### config.mk
export PLATFORM = sky130hd
export DESIGN_NAME = wdt_top
export DESIGN_NICKNAME = d
export VERILOG_FILES = /design/src/logic/wdt_top.v /design/src/logic/wdt_prescaler.v
export VERILOG_INCLUDE_DIRS = /design/src /design/src/logic
export SDC_FILE = /design/constraint.sdc
export NUM_CORES = 1
export LEC_CHECK = 0
export ABC_AREA = 1
export BUFFER_PORTS_ARGS = -buffer_cell sky130_fd_sc_hd__buf_2
export CAP_MARGIN = 20
export CORE_UTILIZATION = 57
export DETAILED_ROUTE_END_ITERATION = 16
export PLACE_DENSITY_LB_ADDON = 0.08
export SLEW_MARGIN = 15
export SYNTH_ARGS = -nofsm -noshare
export SYNTH_HDL_FRONTEND = slang
export SYNTH_SLANG_ARGS = --single-unit
### constraint.sdc
create_clock -name CORE_CLK -period 3.5 [get_ports CORE_CLK]
set_input_delay 0 -clock CORE_CLK [delete_from_list [all_inputs] [get_ports CORE_CLK]]
set_output_delay 0 -clock CORE_CLK [all_outputs]
set_load 0.05 [all_outputs]
### src/logic/wdt_regs.vh
// Purpose: constants for the watchdog block (offsets, fields, resets, timing)
// Assumes: Avalon-MM slave, 32-bit data, byte addresses, 20 MHz clock
// Notes:   included by both design files
//
// Behaviour
// [RULE_01] Counter decrements by one every 10.24 ms tick unless frozen.
// [RULE_02] Any system reset, watchdog-caused too, sets the counter to 255.
// [RULE_03] Counter writes are taken only when the written write-lock bit is 0.
// [RULE_04] Past zero the counter goes negative via bit 8: 1, 0, 1FF down to 1F0.
// [RULE_05] Reset-only clear: NMI at zero, system reset at or below -16.
// [RULE_06] Handler must rewrite above -16 within about 16 ticks after NMI.
// [RULE_07] Reset-only set: system reset at or below zero, no NMI.
// [RULE_08] Debug halt always stops decrementing; software cannot mask it.
// [RULE_09] Freeze-set write of 1 freezes, only while reset-only is clear.
// [RULE_10] Freeze-clear write of 1 unfreezes; counting resumes from held value.
// [RULE_11] Reset-only bit is set by software, cleared only by system reset.
// [RULE_12] Software order: freeze, select mode, write reload, then unfreeze.
// [RULE_13] Tick from free-running prescaler; writes win over same-cycle decrement.
`ifndef WDT_REGS_VH
`define WDT_REGS_VH

// register byte addresses (word aligned)
`define WDT_ADDR_COUNT     5'h00
`define WDT_ADDR_CTRL      5'h04
`define WDT_ADDR_FRZ_SET   5'h08
`define WDT_ADDR_FRZ_CLR   5'h0c
`define WDT_ADDR_STATUS    5'h10
`define WDT_ADDR_IRQ_STAT  5'h14
`define WDT_ADDR_IRQ_MASK  5'h18
// word index = byte address [4:2]
`define WDT_IDX_COUNT      3'h0
`define WDT_IDX_CTRL       3'h1
`define WDT_IDX_FRZ_SET    3'h2
`define WDT_IDX_FRZ_CLR    3'h3
`define WDT_IDX_STATUS     3'h4
`define WDT_IDX_IRQ_STAT   3'h5
`define WDT_IDX_IRQ_MASK   3'h6

// count register fields
`define WDT_VAL_MSB        8
`define WDT_WLOCK_BIT      9
// control register field
`define WDT_RSTONLY_BIT    0
// freeze set/clear field
`define WDT_FRZ_BIT        0
// interrupt status/mask fields
`define WDT_EV_NMI         0
`define WDT_EV_RST         1
`define WDT_EV_TICK        2
`define WDT_EV_W           3

// reset value and negative limit
`define WDT_COUNT_RESET    9'h0ff
`define WDT_NEG_LIMIT      9'h1f0

// timing
`define WDT_CLK_HZ         20000000
`define WDT_TICK_NS        10240000
`define WDT_CLK_NS         50
// tick period over clock period, sized to the prescaler width
`define WDT_TICK_CYCLES    18'd204800
`define WDT_PRE_W          18

`endif

### src/logic/wdt_top.v
// Purpose: watchdog counter with NMI / system reset, freeze, Avalon-MM regs
// Assumes: 20 MHz CORE_CLK, RESETN is the system reset (async, active low)
// Notes:   reset request output is expected to loop back to RESETN
//
// The register addresses and the Avalon-MM register port were left to the implementer.
`timescale 1ns/1ps
`default_nettype none
`include "wdt_regs.vh"
module wdt_top
#(
   parameter [`WDT_PRE_W-1:0] TICK_CYCLES = `WDT_TICK_CYCLES
)
(
   // clock, reset, enable
   input  wire        CORE_CLK,
   input  wire        RESETN,
   input  wire        CLK_EN,
   // avalon-mm slave
   input  wire [4:0]  AVS_ADDRESS,
   input  wire        AVS_READ,
   input  wire        AVS_WRITE,
   input  wire [31:0] AVS_WRITEDATA,
   input  wire [3:0]  AVS_BYTEENABLE,
   output reg  [31:0] AVS_READDATA,
   output reg         AVS_WAITREQUEST,
   // debug halt from the core
   input  wire        DEBUG_HALTED,
   // outputs to core and reset controller
   output reg         NMI,
   output reg         DOG_SYSTEM_RESET,
   output reg         IRQ
);
   wire        tick;
   reg  [8:0]  count;
   reg         reset_only;
   reg         dog_freeze_bit;
   reg  [`WDT_EV_W-1:0] irq_stat;
   reg  [`WDT_EV_W-1:0] irq_mask;
   reg         served;

   reg  [8:0]  next_count;
   reg  [`WDT_EV_W-1:0] next_stat;
   reg  [31:0] rdata;
   reg         hit_nmi;
   reg         hit_rst;

   // five address bits so all seven word registers are reachable
   wire [2:0]  idx = AVS_ADDRESS[4:2];
   wire        req = (AVS_READ | AVS_WRITE) & ~served;
   wire        wr  = AVS_WRITE & ~served & CLK_EN;
   wire        rd  = AVS_READ & ~served & CLK_EN;
   wire        frozen = DEBUG_HALTED | dog_freeze_bit; // [RULE_08]

   // signed compare of the 9-bit counter against a limit
   function le_signed;
      input [8:0] a;
      input [8:0] b;
      begin
         le_signed = ($signed(a) <= $signed(b));
      end
   endfunction

   wdt_prescaler #(.PERIOD(TICK_CYCLES)) u_pre
   (
      .core_clk (CORE_CLK),
      .resetn   (RESETN),
      .clk_en   (CLK_EN),
      .tick     (tick)
   );

   // counter next value and event detection
   always @*
   begin
      next_count = count;
      if (wr && idx == `WDT_IDX_COUNT && AVS_BYTEENABLE[1:0] == 2'h3
          && !AVS_WRITEDATA[`WDT_WLOCK_BIT]) // [RULE_03]
         next_count = {1'b0, AVS_WRITEDATA[7:0]}; // [RULE_13]
      else if (tick && !frozen && count != `WDT_NEG_LIMIT) // [RULE_01]
         next_count = count - 9'h001; // [RULE_04]
      hit_nmi = !reset_only && count != 9'h000
                && next_count == 9'h000; // [RULE_05]
      if (reset_only)
         hit_rst = le_signed(next_count, 9'h000); // [RULE_07]
      else
         hit_rst = le_signed(next_count, `WDT_NEG_LIMIT); // [RULE_05]
   end

   // sticky status: hardware set beats same-cycle write-one clear
   always @*
   begin
      next_stat = irq_stat;
      if (wr && idx == `WDT_IDX_IRQ_STAT && AVS_BYTEENABLE[0])
         next_stat = irq_stat & ~AVS_WRITEDATA[`WDT_EV_W-1:0];
      if (hit_nmi)
         next_stat[`WDT_EV_NMI] = 1'b1;
      if (hit_rst)
         next_stat[`WDT_EV_RST] = 1'b1;
      if (tick && !frozen)
         next_stat[`WDT_EV_TICK] = 1'b1;
   end

   // read mux
   always @*
   begin
      rdata = 32'h0000_0000;
      case (idx)
         `WDT_IDX_COUNT:    rdata[8:0] = count;
         `WDT_IDX_CTRL:     rdata[`WDT_RSTONLY_BIT] = reset_only;
         `WDT_IDX_FRZ_SET:  rdata[`WDT_FRZ_BIT] = dog_freeze_bit;
         `WDT_IDX_FRZ_CLR:  rdata[`WDT_FRZ_BIT] = dog_freeze_bit;
         `WDT_IDX_STATUS:   rdata[1:0] = {DEBUG_HALTED, frozen};
         `WDT_IDX_IRQ_STAT: rdata[`WDT_EV_W-1:0] = irq_stat;
         `WDT_IDX_IRQ_MASK: rdata[`WDT_EV_W-1:0] = irq_mask;
         default:           rdata = 32'h0000_0000;
      endcase
   end

   // bus handshake: waitrequest drops one cycle after the request
   always @(posedge CORE_CLK or negedge RESETN)
   begin
      if (!RESETN)
      begin
         AVS_WAITREQUEST <= 1'b1;
         AVS_READDATA    <= 32'h0000_0000;
         served          <= 1'b0;
      end
      else if (CLK_EN)
      begin
         served          <= req;
         AVS_WAITREQUEST <= ~req;
         if (rd)
            AVS_READDATA <= rdata;
      end
   end

   // watchdog state; RESETN is the system reset, so count returns to 255
   always @(posedge CORE_CLK or negedge RESETN)
   begin
      if (!RESETN)
      begin
         count            <= `WDT_COUNT_RESET; // [RULE_02]
         reset_only       <= 1'b0;
         dog_freeze_bit   <= 1'b0;
         irq_stat         <= {`WDT_EV_W{1'b0}};
         irq_mask         <= {`WDT_EV_W{1'b0}};
         NMI              <= 1'b0;
         DOG_SYSTEM_RESET <= 1'b0;
         IRQ              <= 1'b0;
      end
      else if (CLK_EN)
      begin
         count    <= next_count;
         irq_stat <= next_stat;
         IRQ      <= |(next_stat & irq_mask);
         // nmi is a single pulse per zero crossing
         NMI      <= hit_nmi;
         // held until the reset controller asserts RESETN low
         if (hit_rst)
            DOG_SYSTEM_RESET <= 1'b1;
         if (wr && AVS_BYTEENABLE[0])
         begin
            if (idx == `WDT_IDX_CTRL && AVS_WRITEDATA[`WDT_RSTONLY_BIT])
               reset_only <= 1'b1; // [RULE_11]
            if (idx == `WDT_IDX_FRZ_SET && AVS_WRITEDATA[`WDT_FRZ_BIT]
                && !reset_only)
               dog_freeze_bit <= 1'b1; // [RULE_09]
            if (idx == `WDT_IDX_FRZ_CLR && AVS_WRITEDATA[`WDT_FRZ_BIT])
               dog_freeze_bit <= 1'b0; // [RULE_10]
            if (idx == `WDT_IDX_IRQ_MASK)
               irq_mask <= AVS_WRITEDATA[`WDT_EV_W-1:0];
         end
         // reset-only mode cannot stay frozen by software
         if (reset_only)
            dog_freeze_bit <= 1'b0; // [RULE_09]
      end
   end
endmodule
`default_nettype wire

### src/logic/wdt_prescaler.v
// Purpose: free-running divider producing the one-cycle watchdog tick
// Assumes: synchronous clock enable, asynchronous active-low reset
// Notes:   period is a parameter so simulation can shorten it
`timescale 1ns/1ps
`default_nettype none
`include "wdt_regs.vh"
module wdt_prescaler
#(
   parameter [`WDT_PRE_W-1:0] PERIOD = `WDT_TICK_CYCLES
)
(
   // clock and reset
   input  wire core_clk,
   input  wire resetn,
   input  wire clk_en,
   // tick out
   output reg  tick
);
   reg [`WDT_PRE_W-1:0] cnt;

   // free running: freeze does not stop it, so resume keeps phase
   always @(posedge core_clk or negedge resetn)
   begin
      if (!resetn)
      begin
         cnt  <= {`WDT_PRE_W{1'b0}};
         tick <= 1'b0;
      end
      else if (clk_en)
      begin
         if (cnt == PERIOD - 1'b1)
         begin
            cnt  <= {`WDT_PRE_W{1'b0}};
            tick <= 1'b1; // [RULE_13]
         end
         else
         begin
            cnt  <= cnt + 1'b1;
            tick <= 1'b0;
         end
      end
   end
endmodule
`default_nettype wire

==> metrics, run 1 <==
maximum clock frequency 0.3988 GHz; ANT cells 0; clk_lat worst skew 0.31 ns; Post-synth EDFFs 0; Reg clk slew, reported paths 0.09 ns; post-cts resize count 0; worst vdd ir about 0.27 mV; # hold bufs at CTS 2; # DRC 0; sequential cell area fraction in the yosys report 0.4117; DIE HEIGHT 75.35 microns; Finished Core Util 0.6446; Crit Path Max Fanout 7; CTS buffer count 5; setup total negative slack 0 ns; Root Driver clkbuf_8; commonest register cell after synthesis dfrtp_1; first-pass GRT wire length between 9000 and 10000 microns; layout cells sized above 1 0.1622; Avg WL per Cell 11.97 microns; count of cell types in the netlist 45; Max Buffers Root-to-Sink 2; asr flop ratio synth 1.000; Worst R2R Setup Slack 0.99 ns; total power ~1.6 mW; CTS tree yes; Req. time, crit path 3.75 ns; CP Class flop to flop; GRT overflow 0; mapped cell area 3067 sq um; Seq cells post-synth 50; Tmin final approximately 2.5 ns; Area Overhead vs Synth 8.038%; area of the multi-input gates between 1000 and 1500 sq um; detailed placer's ending HPWL ~4600 microns; fin. max-slew vios 0; I/O pin total 83; worst-case clock skew 0.007230 ns; Worst Path Arrival 2.76 ns; DR vias 2646; number of core rows 26; TritonRoute pass-1 iters 5; total wire length 6153 microns; Synth warnings 0; gpl congestion 0.8717; syn avg cell area roughly 7.5 sq um; worst hold path type input pin to flop; initial antenna violation count 0; initial drt markers 160; clk sinks 50; area taken by flip-flops and latches 1262 sq um; post-CTS setup repair buffer count 0; Leakage Power 1.768 nW; pin count of the biggest net entering global routing 35; Critical Path End Type flop; Final #Nets just under 500; Core Region roughly 5100 sq um; GRT Total Usage 0.2340; H-tree depth 2; max cap viols 0; CP Launch Type flop; PortBufs 32; Starting Density 0.5966; power density over cell area between 400 and 500 nW/um^2; status finished, final reports clean; vias in the first global route approximately 2.1k; Die X 75.35 microns; RSZ-0062 raised after global routing no; setup violators final 0; fillcell total ~480; final hold viol count 0; post-synthesis instance total 408; post-route ant nets 0; die area 5678 sq um; Final period util 0.7165; DR vias/cell about 5.1
-- layout by cell type (no fill, tap or decap), types with 2 or more instances in the layout --
cell,count
a21oi_1,8
a22o_1,2
buf_2,32
clkbuf_8,6
clkinv_2,3
conb_1,23
dfrtp_1,41
dfstp_2,9
dlygate4sd3_1,2
ha_1,2
inv_1,47
inv_2,6
nand2_1,109
nand2_2,2
nand2_4,2
nand3_1,30
nand3b_1,2
nand4_1,8
nor2_1,31
nor2_8,2
nor3_1,9
nor4_1,2
o21a_1,2
o21ai_0,32
o22ai_1,4
or2_1,3
xor2_1,6
-- worst paths after layout --
path / endpoint / depth (start not counted) / startpoint
worst max register to register: NMI / 14 / count[0]
max in group asynchronous: count[6] / 3 / RESETN
min in group asynchronous: AVS_READDATA[3] / 2 / RESETN
worst max-delay path: NMI / 14 / count[0]
worst min-delay path: irq_mask[2] / 3 / AVS_WRITEDATA[2]
worst min register to register: DOG_SYSTEM_RESET / 2 / DOG_SYSTEM_RESET
-- logic make-up (layout without fill, tap and decap cells) --
family | count (synthesis) | count (layout) | share of synthesized area
fa+ha+maj | 2 | 2 | 0.008159
buf+inv | 84 | 98 | 0.1355
compound gates | 56 | 56 | 0.1044
flops | 50 | 50 | 0.4117
other cells | 1 | 23 | 0.001223
simple gates | 208 | 208 | 0.3191
xor+xnor | 7 | 7 | 0.01999
-- through the flow --
step / hold WS [ns] / setup slack [ns] / instances / cell area, sq um
after floorplan: -0.2956 / 1.460 / 430 / 3149
after global placement: -0.05691 / 1.106 / 504 / 3198
after detailed placement: -0.05084 / 1.074 / 504 / 3198
after CTS: 0.01871 / 1.038 / 514 / 3313
after global routing: 0.04212 / 0.8351 / 514 / 3313
final: 0.02294 / 0.9922 / 514 / 3313
-- where the power goes --
part / switching (mW) / total, mW / leakage, nW / internal (mW)
logic: 0.358 / 0.504 / 1.12 / 0.147
clock network: 0.201 / 0.361 / 0.0472 / 0.159
registers: 0.0694 / 0.741 / 0.598 / 0.671
-- layer usage --
| metal | up-vias | GRT usage | routed length (microns) |
|---|---|---|---|
| li1 | 1346 | - | - |
| met1 | 1167 | 0.3488 | 3085 |
| met2 | 122 | 0.3452 | 2519 |
| met3 | 11 | 0.04233 | 445 |
| met4 | 0 | 0.07819 | 102 |
| met5 | - | 0 | 0 |
-- Yosys cell counts (all sizes together) (4+ instances only) --
library cell	n	share of area
buf	26	0.064
dfstp	9	0.077
o22ai	4	0.0082
or2	5	0.010
xor2	6	0.017
nand2	113	0.14
nor2	35	0.057
o21ai	33	0.054
nand3	32	0.058
inv	53	0.065
dfrtp	41	0.33
nor3	10	0.020
nand4	8	0.016
a21oi	9	0.016
-- area by class of cell --
cell class	count	share of cell area
flip-flops and latches	50	0.3810
multi-input cells	296	0.4441
clock buffers	6	0.02492
well taps	70	0.02644
repair buffers	35	0.05665
inverters	55	0.06307
clock inverters	2	0.003776
-- state kept, by name, indices dropped and copies added, names as in the netlist --
signal,count
irq_stat,3
served,1
u_pre.tick,1
NMI,1
reset_only,1
DOG_SYSTEM_RESET,1
dog_freeze_bit,1
AVS_WAITREQUEST,1
IRQ,1
u_pre.cnt,18
AVS_READDATA,9
irq_mask,3
count,9
-- critical path: stages (launching register included) --
cell,delay [ns]
dfstp_2,0.56
inv_1,0.13
ha_1,0.27
nand3_1,0.12
inv_2,0.04
nand2_1,0.14
nand2_2,0.15
nand2_1,0.09
nand3_1,0.06
nand2_1,0.08
nand2_1,0.05
nor2_1,0.23
nand3b_1,0.19
or2_1,0.27
nand2_1,0.07
Power figures use the tool's default switching activity.
==> run 2: changes to the inputs <==
--- a/config.mk
+++ b/config.mk
@@ -6,10 +6,10 @@
 export SDC_FILE = /design/constraint.sdc
 export NUM_CORES = 1
 export LEC_CHECK = 0
-export ABC_AREA = 1
+export ABC_AREA = 0
 export BUFFER_PORTS_ARGS = -buffer_cell sky130_fd_sc_hd__buf_2
 export CAP_MARGIN = 20
-export CORE_UTILIZATION = 57
+export CORE_UTILIZATION = 47
 export DETAILED_ROUTE_END_ITERATION = 16
 export PLACE_DENSITY_LB_ADDON = 0.08
 export SLEW_MARGIN = 15
==> constraint.sdc (replaced) <==
create_clock -name CORE_CLK -period 2.2 [get_ports CORE_CLK]
set_input_delay 0 -clock CORE_CLK [delete_from_list [all_inputs] [get_ports CORE_CLK]]
set_output_delay 0 -clock CORE_CLK [all_outputs]
set_load 0.05 [all_outputs]
==> run 2 against run 1 <==
Compared with the run above: the flow now finishes with violations (setup timing); first-iteration DRC count decreased by 14%; clock-buffer cell count increased by 1; worst hold slack got worse by 0.019 ns; synthesized area decreased by 4.0%; combinational power increased to 2.9 times the previous value; sequential share of layout area decreased by 4.7 points; setup slack got worse by 1.2 ns; total power increased by 110%; clock power increased by 47%.
==> metrics, run 2 <==
status finished, violations left (was finished, final reports clean); failing checks setup timing; biggest registers after layout u_pre.cnt x18, AVS_READDATA x9, count x9 (unchanged); Reg clk slew, reported paths 0.09 ns (about the same); top post-synthesis cells by count dfrtp_1 (41), nand2_1 (26), nor2_1 (24) (was nand2_1 (109), inv_1 (47), dfrtp_1 (41)); gpl congestion 0.9185 (was 0.8717); Tmin final 2.445 ns (was 2.508 ns); fin. max-slew vios 0 (unchanged); commonest non-fill, non-tap cells in the layout buf_4 (55), dfrtp_1 (41), buf_2 (32), nand2_1 (26), nor2_1 (24) (was nand2_1 (109), inv_1 (47), dfrtp_1 (41), o21ai_0 (32), buf_2 (32)); Worst Path Arrival 2.64 ns (was 2.76 ns); sequential cell area fraction in the yosys report 0.4286 (was 0.4117); Root Driver clkbuf_8 (unchanged); detailed placer's ending HPWL 5368 microns (was 4586 microns); DR vias 2527 (was 2646); PortBufs 32 (unchanged); Final period util 1.111 (was 0.7165); Area Overhead vs Synth 28.25% (was 8.038%); DIE HEIGHT 81.16 microns (was 75.35 microns); worst-case clock skew 0.004656 ns (was 0.007230 ns); Critical Path End Type flop (unchanged); clk sinks 50 (unchanged); Synth warnings 0 (unchanged); final worst slack -0.2448 ns (was 0.9922 ns); number of core rows 28 (was 26); Place WS -0.3342 ns (was 1.074 ns); Die X 81.16 microns (was 75.35 microns); Max Buffers Root-to-Sink 2 (unchanged); metal2 WL 3639 microns (was 2519 microns); CP Class flop to flop (unchanged); total wire length 7546 microns (was 6153 microns); Inst Count DP 451 (was 504); Post-synth EDFFs 0 (unchanged); setup violators final 5 (was 0); Seq cells post-synth 50 (unchanged); highest metal layer with signal wires met4 (unchanged); power density over cell area 874.6 nW/um^2 (was 484.7 nW/um^2); maximum clock frequency 0.4090 GHz (was 0.3988 GHz); initial drt markers 137 (was 160); Largest register FFs 18 (unchanged); CTS buffer count 5 (unchanged); CP Launch Type flop (unchanged); RSZ-0062 raised after global routing yes (was no); met1 wire length 3465 microns (was 3085 microns); Crit Path Max Fanout 3 (was 7); CTS tree yes (unchanged); DR vias/cell 5.388 (was 5.148); H-tree depth 2 (unchanged); max cap viols 0 (unchanged); count of cell types in the netlist 63 (was 45); mapped cell area 2945 sq um (was 3067 sq um); asr flop ratio synth 1.000 (unchanged); GRT overflow 0 (unchanged); syn avg cell area 9.501 sq um (was 7.516 sq um); Area contributors post-synth dfrtp_1 (35%), dfstp_2 (8.0%), buf_4 (5.9%) (was dfrtp_1 (33%), nand2_1 (13%), dfstp_2 (7.7%)); worst vdd ir 0.4279 mV (was 0.2667 mV); Final #Nets 442 (was 492); Avg WL per Cell 16.09 microns (was 11.97 microns); TritonRoute pass-1 iters 4 (was 5); Final Hold Slack 0.003557 ns (was 0.02294 ns); count leader, synth dfrtp_1 (was nand2_1); max_slew headroom 0.5759; clk_lat worst skew 0.30 ns (was 0.31 ns); ANT cells 0 (unchanged); initial antenna violation count 0 (unchanged); Core Region 5991 sq um (was 5140 sq um); post-synthesis instance total 310 (was 408); Req. time, crit path 2.40 ns (was 3.75 ns); met3 wire length 297 microns (was 445 microns); pin count of the biggest net entering global routing 51 (was 35); first-pass GRT wire length 11990 microns (was 9867 microns); die area 6587 sq um (was 5678 sq um); I/O pin total 83 (unchanged); layout cells sized above 1 0.3604 (was 0.1622); # DRC 0 (unchanged); final hold viol count 0 (unchanged); vias in the first global route 2525 (was 2136); Starting Density 0.4916 (was 0.5966); commonest register cell after synthesis dfrtp_1 (unchanged); Top reg by flops u_pre.cnt (unchanged); commonest non-fill, non-tap cell in the layout buf_4 (was nand2_1); final std cells w/o fill 469 (was 514); Worst Max-Slew Pin Slew 0.6362 ns; GRT Total Usage 0.2471 (was 0.2340); Leakage Power 1.718 nW (was 1.768 nW); worst hold path type input pin to flop (unchanged); post-route ant nets 0 (unchanged); Yosys top cell area share 0.3483 (was 0.3346); cell accounting for the most synthesized area dfrtp_1 (unchanged)
==> run 2: changes by cell type in the layout (fill, tap and decap cells not counted), moves of 7 or more <==
cell and change:
nor2_1 -7, o21ai_1 +8, inv_1 -37, nand2_1 -83, nand3_1 -19, buf_4 +54, o21ai_0 -26
==> run 2: timing repair <==
| item | 4_1_cts | 5_1_grt |
|---|---|---|
| hold buffers | 5 | 0 |
| pin swaps | 5 | 0 |
| endpoints found under the setup margin | 5 | 5 |
| setup buffers | 5 | 0 |
| endpoints found under the hold margin | 44 | 0 |
| gates resized for setup | 21 | 9 |
==> run 2: cell families (layout without fill, tap and decap cells) <==
family | count (synthesis) | count (layout) | share of synthesized area
other | 1 | 23 | 0.001273
muxes | 11 | 11 | 0.04036
and+or+nand+nor | 112 | 112 | 0.2065
DFF | 50 | 50 | 0.4286
adders and majority gates | 2 | 2 | 0.008495
AOI/OAI and AO/OA | 66 | 66 | 0.1678
xor gates and xnor gates | 16 | 16 | 0.04758
buffers and inverters | 52 | 114 | 0.09940
==> run 2: where the power goes <==
part           leakage, nW  total, mW  switching (mW)  internal, mW
registers            0.625       1.30           0.166          1.14
clock network       0.0385      0.530           0.304         0.226
logic                 1.05       1.47           0.837         0.636
==> run 2: cell type report <==
type                            instances  area (sq um)
Tap cell                               75         93.84
Multi-Input combinational cell        230          1662
Inverter                               14         52.55
Sequential cell                        50          1262
Timing Repair Buffer                   92         623.1
Clock buffer                            7         76.32
Clock inverter                          1         7.507
Fill cell                             526          2213
==> run 2: worst paths after layout <==
check	end	depth (start not counted)	startpoint	slack (ns)
worst max-delay path	IRQ	7	dog_freeze_bit	-0.24
worst min register to register	AVS_READDATA[0]	2	AVS_READDATA[0]	0.48
min in group asynchronous	AVS_READDATA[3]	3	RESETN	0.32
worst min-delay path	irq_mask[1]	2	AVS_WRITEDATA[1]	0.004
max in group asynchronous	served	3	RESETN	1.44
worst max register to register	IRQ	7	dog_freeze_bit	-0.24
==> run 2: worst max-delay path, cell delays in order, from the launching register on <==
cell and delay [ns]:
dfrtp_1 0.39, or3b_4 0.43, or4_4 0.54, a31oi_4 0.21
nand4_1 0.18, a221oi_2 0.25, a21oi_1 0.06, o32a_1 0.28
==> run 2: layer usage <==
layer,GRT usage,vias to the layer above
li1,-,1240
met1,0.3093,1207
met2,0.4193,68
met3,0.04944,12
met4,0.09107,0
met5,0,-
==> run 2: per-stage QoR <==
step                      utilization  power [mW]  TNS (ns)  instance area, sq um
after global placement         0.5712       2.535    -1.008                  3422
after detailed placement       0.5712       2.544    -1.360                  3422
after global routing           0.6305       3.496    -1.220                  3777
final                          0.6305       3.304   -0.8165                  3777
after floorplan                     -       2.104   -0.2154                  3045
after CTS                      0.6216       3.244   -0.5867                  3724
==> run 3: changes to the inputs <==
--- a/config.mk
+++ b/config.mk
@@ -9,7 +9,9 @@
 export ABC_AREA = 0
 export BUFFER_PORTS_ARGS = -buffer_cell sky130_fd_sc_hd__buf_2
 export CAP_MARGIN = 20
-export CORE_UTILIZATION = 47
+export CELL_PAD_IN_SITES_DETAIL_PLACEMENT = 0
+export CELL_PAD_IN_SITES_GLOBAL_PLACEMENT = 1
+export CORE_UTILIZATION = 35
 export DETAILED_ROUTE_END_ITERATION = 16
 export PLACE_DENSITY_LB_ADDON = 0.08
 export SLEW_MARGIN = 15
==> run 3 against run 2 <==
Compared with the run above: sequential power hardly changed; via count decreased by 1.2%; highest routed layer unchanged; final cell count up 6.4%; the run still ends with setup timing left; sequential share of layout area down 0.61 points; first-iteration DRC count shrank 23%.
==> metrics, run 3 (synthesis results as in run 2) <==
Final #Nets 442 (unchanged); CTS tree yes (unchanged); CP Launch Type flop (unchanged); number of core rows 33 (was 28); power density over cell area 905.6 nW/um^2 (was 874.6 nW/um^2); clock share of power 0.203 (was 0.160); commonest non-fill, non-tap cell in the layout buf_4 (unchanged); worst vdd ir 0.3610 mV (was 0.4279 mV); TritonRoute pass-1 iters 4 (unchanged); DIE HEIGHT 93.74 microns (was 81.16 microns); Critical Path End Type flop (unchanged); Seq pwr share 0.373 (was 0.394); total power 3.484 mW (was 3.304 mW); DR vias/cell 5.004 (was 5.388); ANT cells 0 (unchanged); Max Buffers Root-to-Sink 2 (unchanged); Final period util 1.120 (was 1.111); Core Region 8175 sq um (was 5991 sq um); PortBufs 32 (unchanged); Largest register FFs 18 (unchanged); clk_lat worst skew 0.31 ns (was 0.30 ns); CTS buffer count 5 (unchanged); worst-case clock skew 0.009629 ns (was 0.004656 ns); maximum clock frequency 0.4058 GHz (was 0.4090 GHz); detailed placer's ending HPWL 5565 microns (was 5368 microns); crit path from count[3] (was dog_freeze_bit); max cap viols 0 (unchanged); Net Switching 1.307 mW (about the same); I/O pin total 83 (unchanged); setup violators final 5 (unchanged); Starting Density 0.3603 (was 0.4916); GRT Total Usage 0.1869 (was 0.2471); die area 8786 sq um (was 6587 sq um); gpl congestion 0.8358 (was 0.9185); commonest non-fill, non-tap cells in the layout buf_4 (55), dfrtp_1 (41), buf_2 (32), nand2_1 (26) (was buf_4 (55), dfrtp_1 (41), buf_2 (32), nand2_1 (26), nor2_1 (24)); slowest cell on the critical path or4_4 (unchanged); Worst Max-Slew Pin Slew 0.6586 ns (was 0.6362 ns); first-pass GRT wire length 12520 microns (was 11990 microns); Root Driver clkbuf_8 (unchanged); Gate power share 0.424 (was 0.446); worst r2r src count[3] (was dog_freeze_bit); Die X 93.74 microns (was 81.16 microns); H-tree depth 2 (unchanged); failing checks setup timing (unchanged); Avg WL per Cell 15.30 microns (was 16.09 microns); max_slew headroom 0.5609 (was 0.5759); pin count of the biggest net entering global routing 51 (unchanged); biggest registers after layout u_pre.cnt x18, AVS_READDATA x9, count x9 (unchanged); worst hold path type input pin to flop (unchanged); CP max stage delay 0.51 ns (was 0.54 ns); worst r2r dst IRQ (unchanged); R2R depth 8 (was 7); status finished, violations left (unchanged); post-route ant nets 0 (unchanged); CP Class flop to flop (unchanged); vias in the first global route 2409 (was 2525); layout cells sized above 1 0.3604 (unchanged); clk sinks 50 (unchanged); Worst Path Arrival 2.67 ns (was 2.64 ns); sw frac 0.3751 (was 0.3956); Final Hold Slack 0.03377 ns (was 0.003557 ns); GRT overflow 0 (unchanged); placement-stage cell area 3437 sq um (was 3422 sq um); Reg clk slew, reported paths 0.10 ns (was 0.09 ns); initial drt markers 106 (was 137); Tmin final 2.465 ns (was 2.445 ns); CP endpoint IRQ (unchanged); total wire length 7636 microns (was 7546 microns); Top reg by flops u_pre.cnt (unchanged); setup total negative slack -0.6973 ns (was -0.8165 ns); Crit Path Max Fanout 5 (was 3); RSZ-0062 raised after global routing yes (unchanged); final hold viol count 0 (unchanged); Area Overhead vs Synth 30.63% (was 28.25%); final worst slack -0.2645 ns (was -0.2448 ns); DR vias 2497 (was 2527); Finished Cell Area 3847 sq um (was 3777 sq um); Leakage Power 1.747 nW (was 1.718 nW); fin. max-slew vios 0 (unchanged); Worst R2R Setup Slack -0.26 ns (was -0.24 ns); internal cell power 2.177 mW (was 1.997 mW); critical path cell sequence or3_4 > or4_4 > a31oi_4 > buf_4 > nor4_4 > nor3b_4 > and3_1 > o32a_1 (was or3b_4 > or4_4 > a31oi_4 > nand4_1 > a221oi_2 > a21oi_1 > o32a_1); # DRC 0 (unchanged); Req. time, crit path 2.40 ns (about the same); initial antenna violation count 0 (unchanged)
run 3: cell count changes in the layout (fill, tap and decap cells not counted), moves of 2 or more:
cell and change:
nor3b_4 +2, inv_2 -2, clkbuf_1 -2, o31ai_4 -2
inv_1 +2
run 3: through the flow:
| step | instances | util | setup WS [ns] |
|---|---|---|---|
| floorplan | 332 | - | -0.1698 |
| global placement | 478 | 0.4204 | -0.3073 |
| detailed placement | 478 | 0.4204 | -0.3280 |
| CTS | 493 | 0.4527 | -0.2217 |
| global route | 499 | 0.4706 | -0.3543 |
| finish | 499 | 0.4706 | -0.2645 |
run 3: worst min-delay path by stage:
stage | start | to | slack [ns] | cells after the start
2_1_floorplan | RESETN | AVS_READDATA[0] | -0.30 | 0
3_3_place_gp | RESETN | AVS_READDATA[4] | 0.17 | 2
3_5_place_dp | RESETN | AVS_READDATA[3] | 0.17 | 2
4_1_cts | AVS_WRITEDATA[0] | irq_mask[0] | 0.03 | 3
5_1_grt | AVS_WRITEDATA[0] | irq_mask[0] | 0.06 | 3
6_report | AVS_WRITEDATA[0] | irq_mask[0] | 0.03 | 3
run 3: worst max-delay path: cells and delay by family, from the launching register on:
family / cells / cell delay (ns)
AND/OR/NAND/NOR: 5 / 1.28
buffers and inverters: 1 / 0.15
flip-flops: 1 / 0.38
AO/OA/AOI/OAI: 2 / 0.55
run 3: routing by layer:
metal | routed length [microns] | track usage
met2 | 3551 | 0.3047
met5 | 0 | 0
met3 | 352 | 0.02913
met1 | 3622 | 0.2551
met4 | 110 | 0.05385
run 3: final cells by class:
| cell class | count | area, sq um |
|---|---|---|
| multi-input combinational | 230 | 1657 |
| fill | 849 | 4328 |
| clock buffer | 6 | 82.58 |
| inverter | 14 | 52.55 |
| clock inverter | 2 | 38.79 |
| tap | 105 | 131.4 |
| timing repair buffer | 92 | 623.1 |
| sequential | 50 | 1262 |
run 3: power groups by stage:
stage,sequential [mW],combinational [mW],clock (mW)
2_1_floorplan,1.38,0.722,0
3_3_place_gp,1.31,1.24,0
3_5_place_dp,1.32,1.24,0
4_1_cts,1.30,1.32,0.733
5_1_grt,1.33,1.61,0.767
6_report,1.30,1.48,0.708
run 3: timing repair:
item | 4_1_cts | 5_1_grt
gates resized for setup | 13 | 17
endpoints found under the setup margin | 5 | 6
pin swaps | 4 | 6
endpoints found under the hold margin | 45 | 0
hold buffers | 5 | 0
cloned | 0 | 0
buffers inserted | 2 | 6
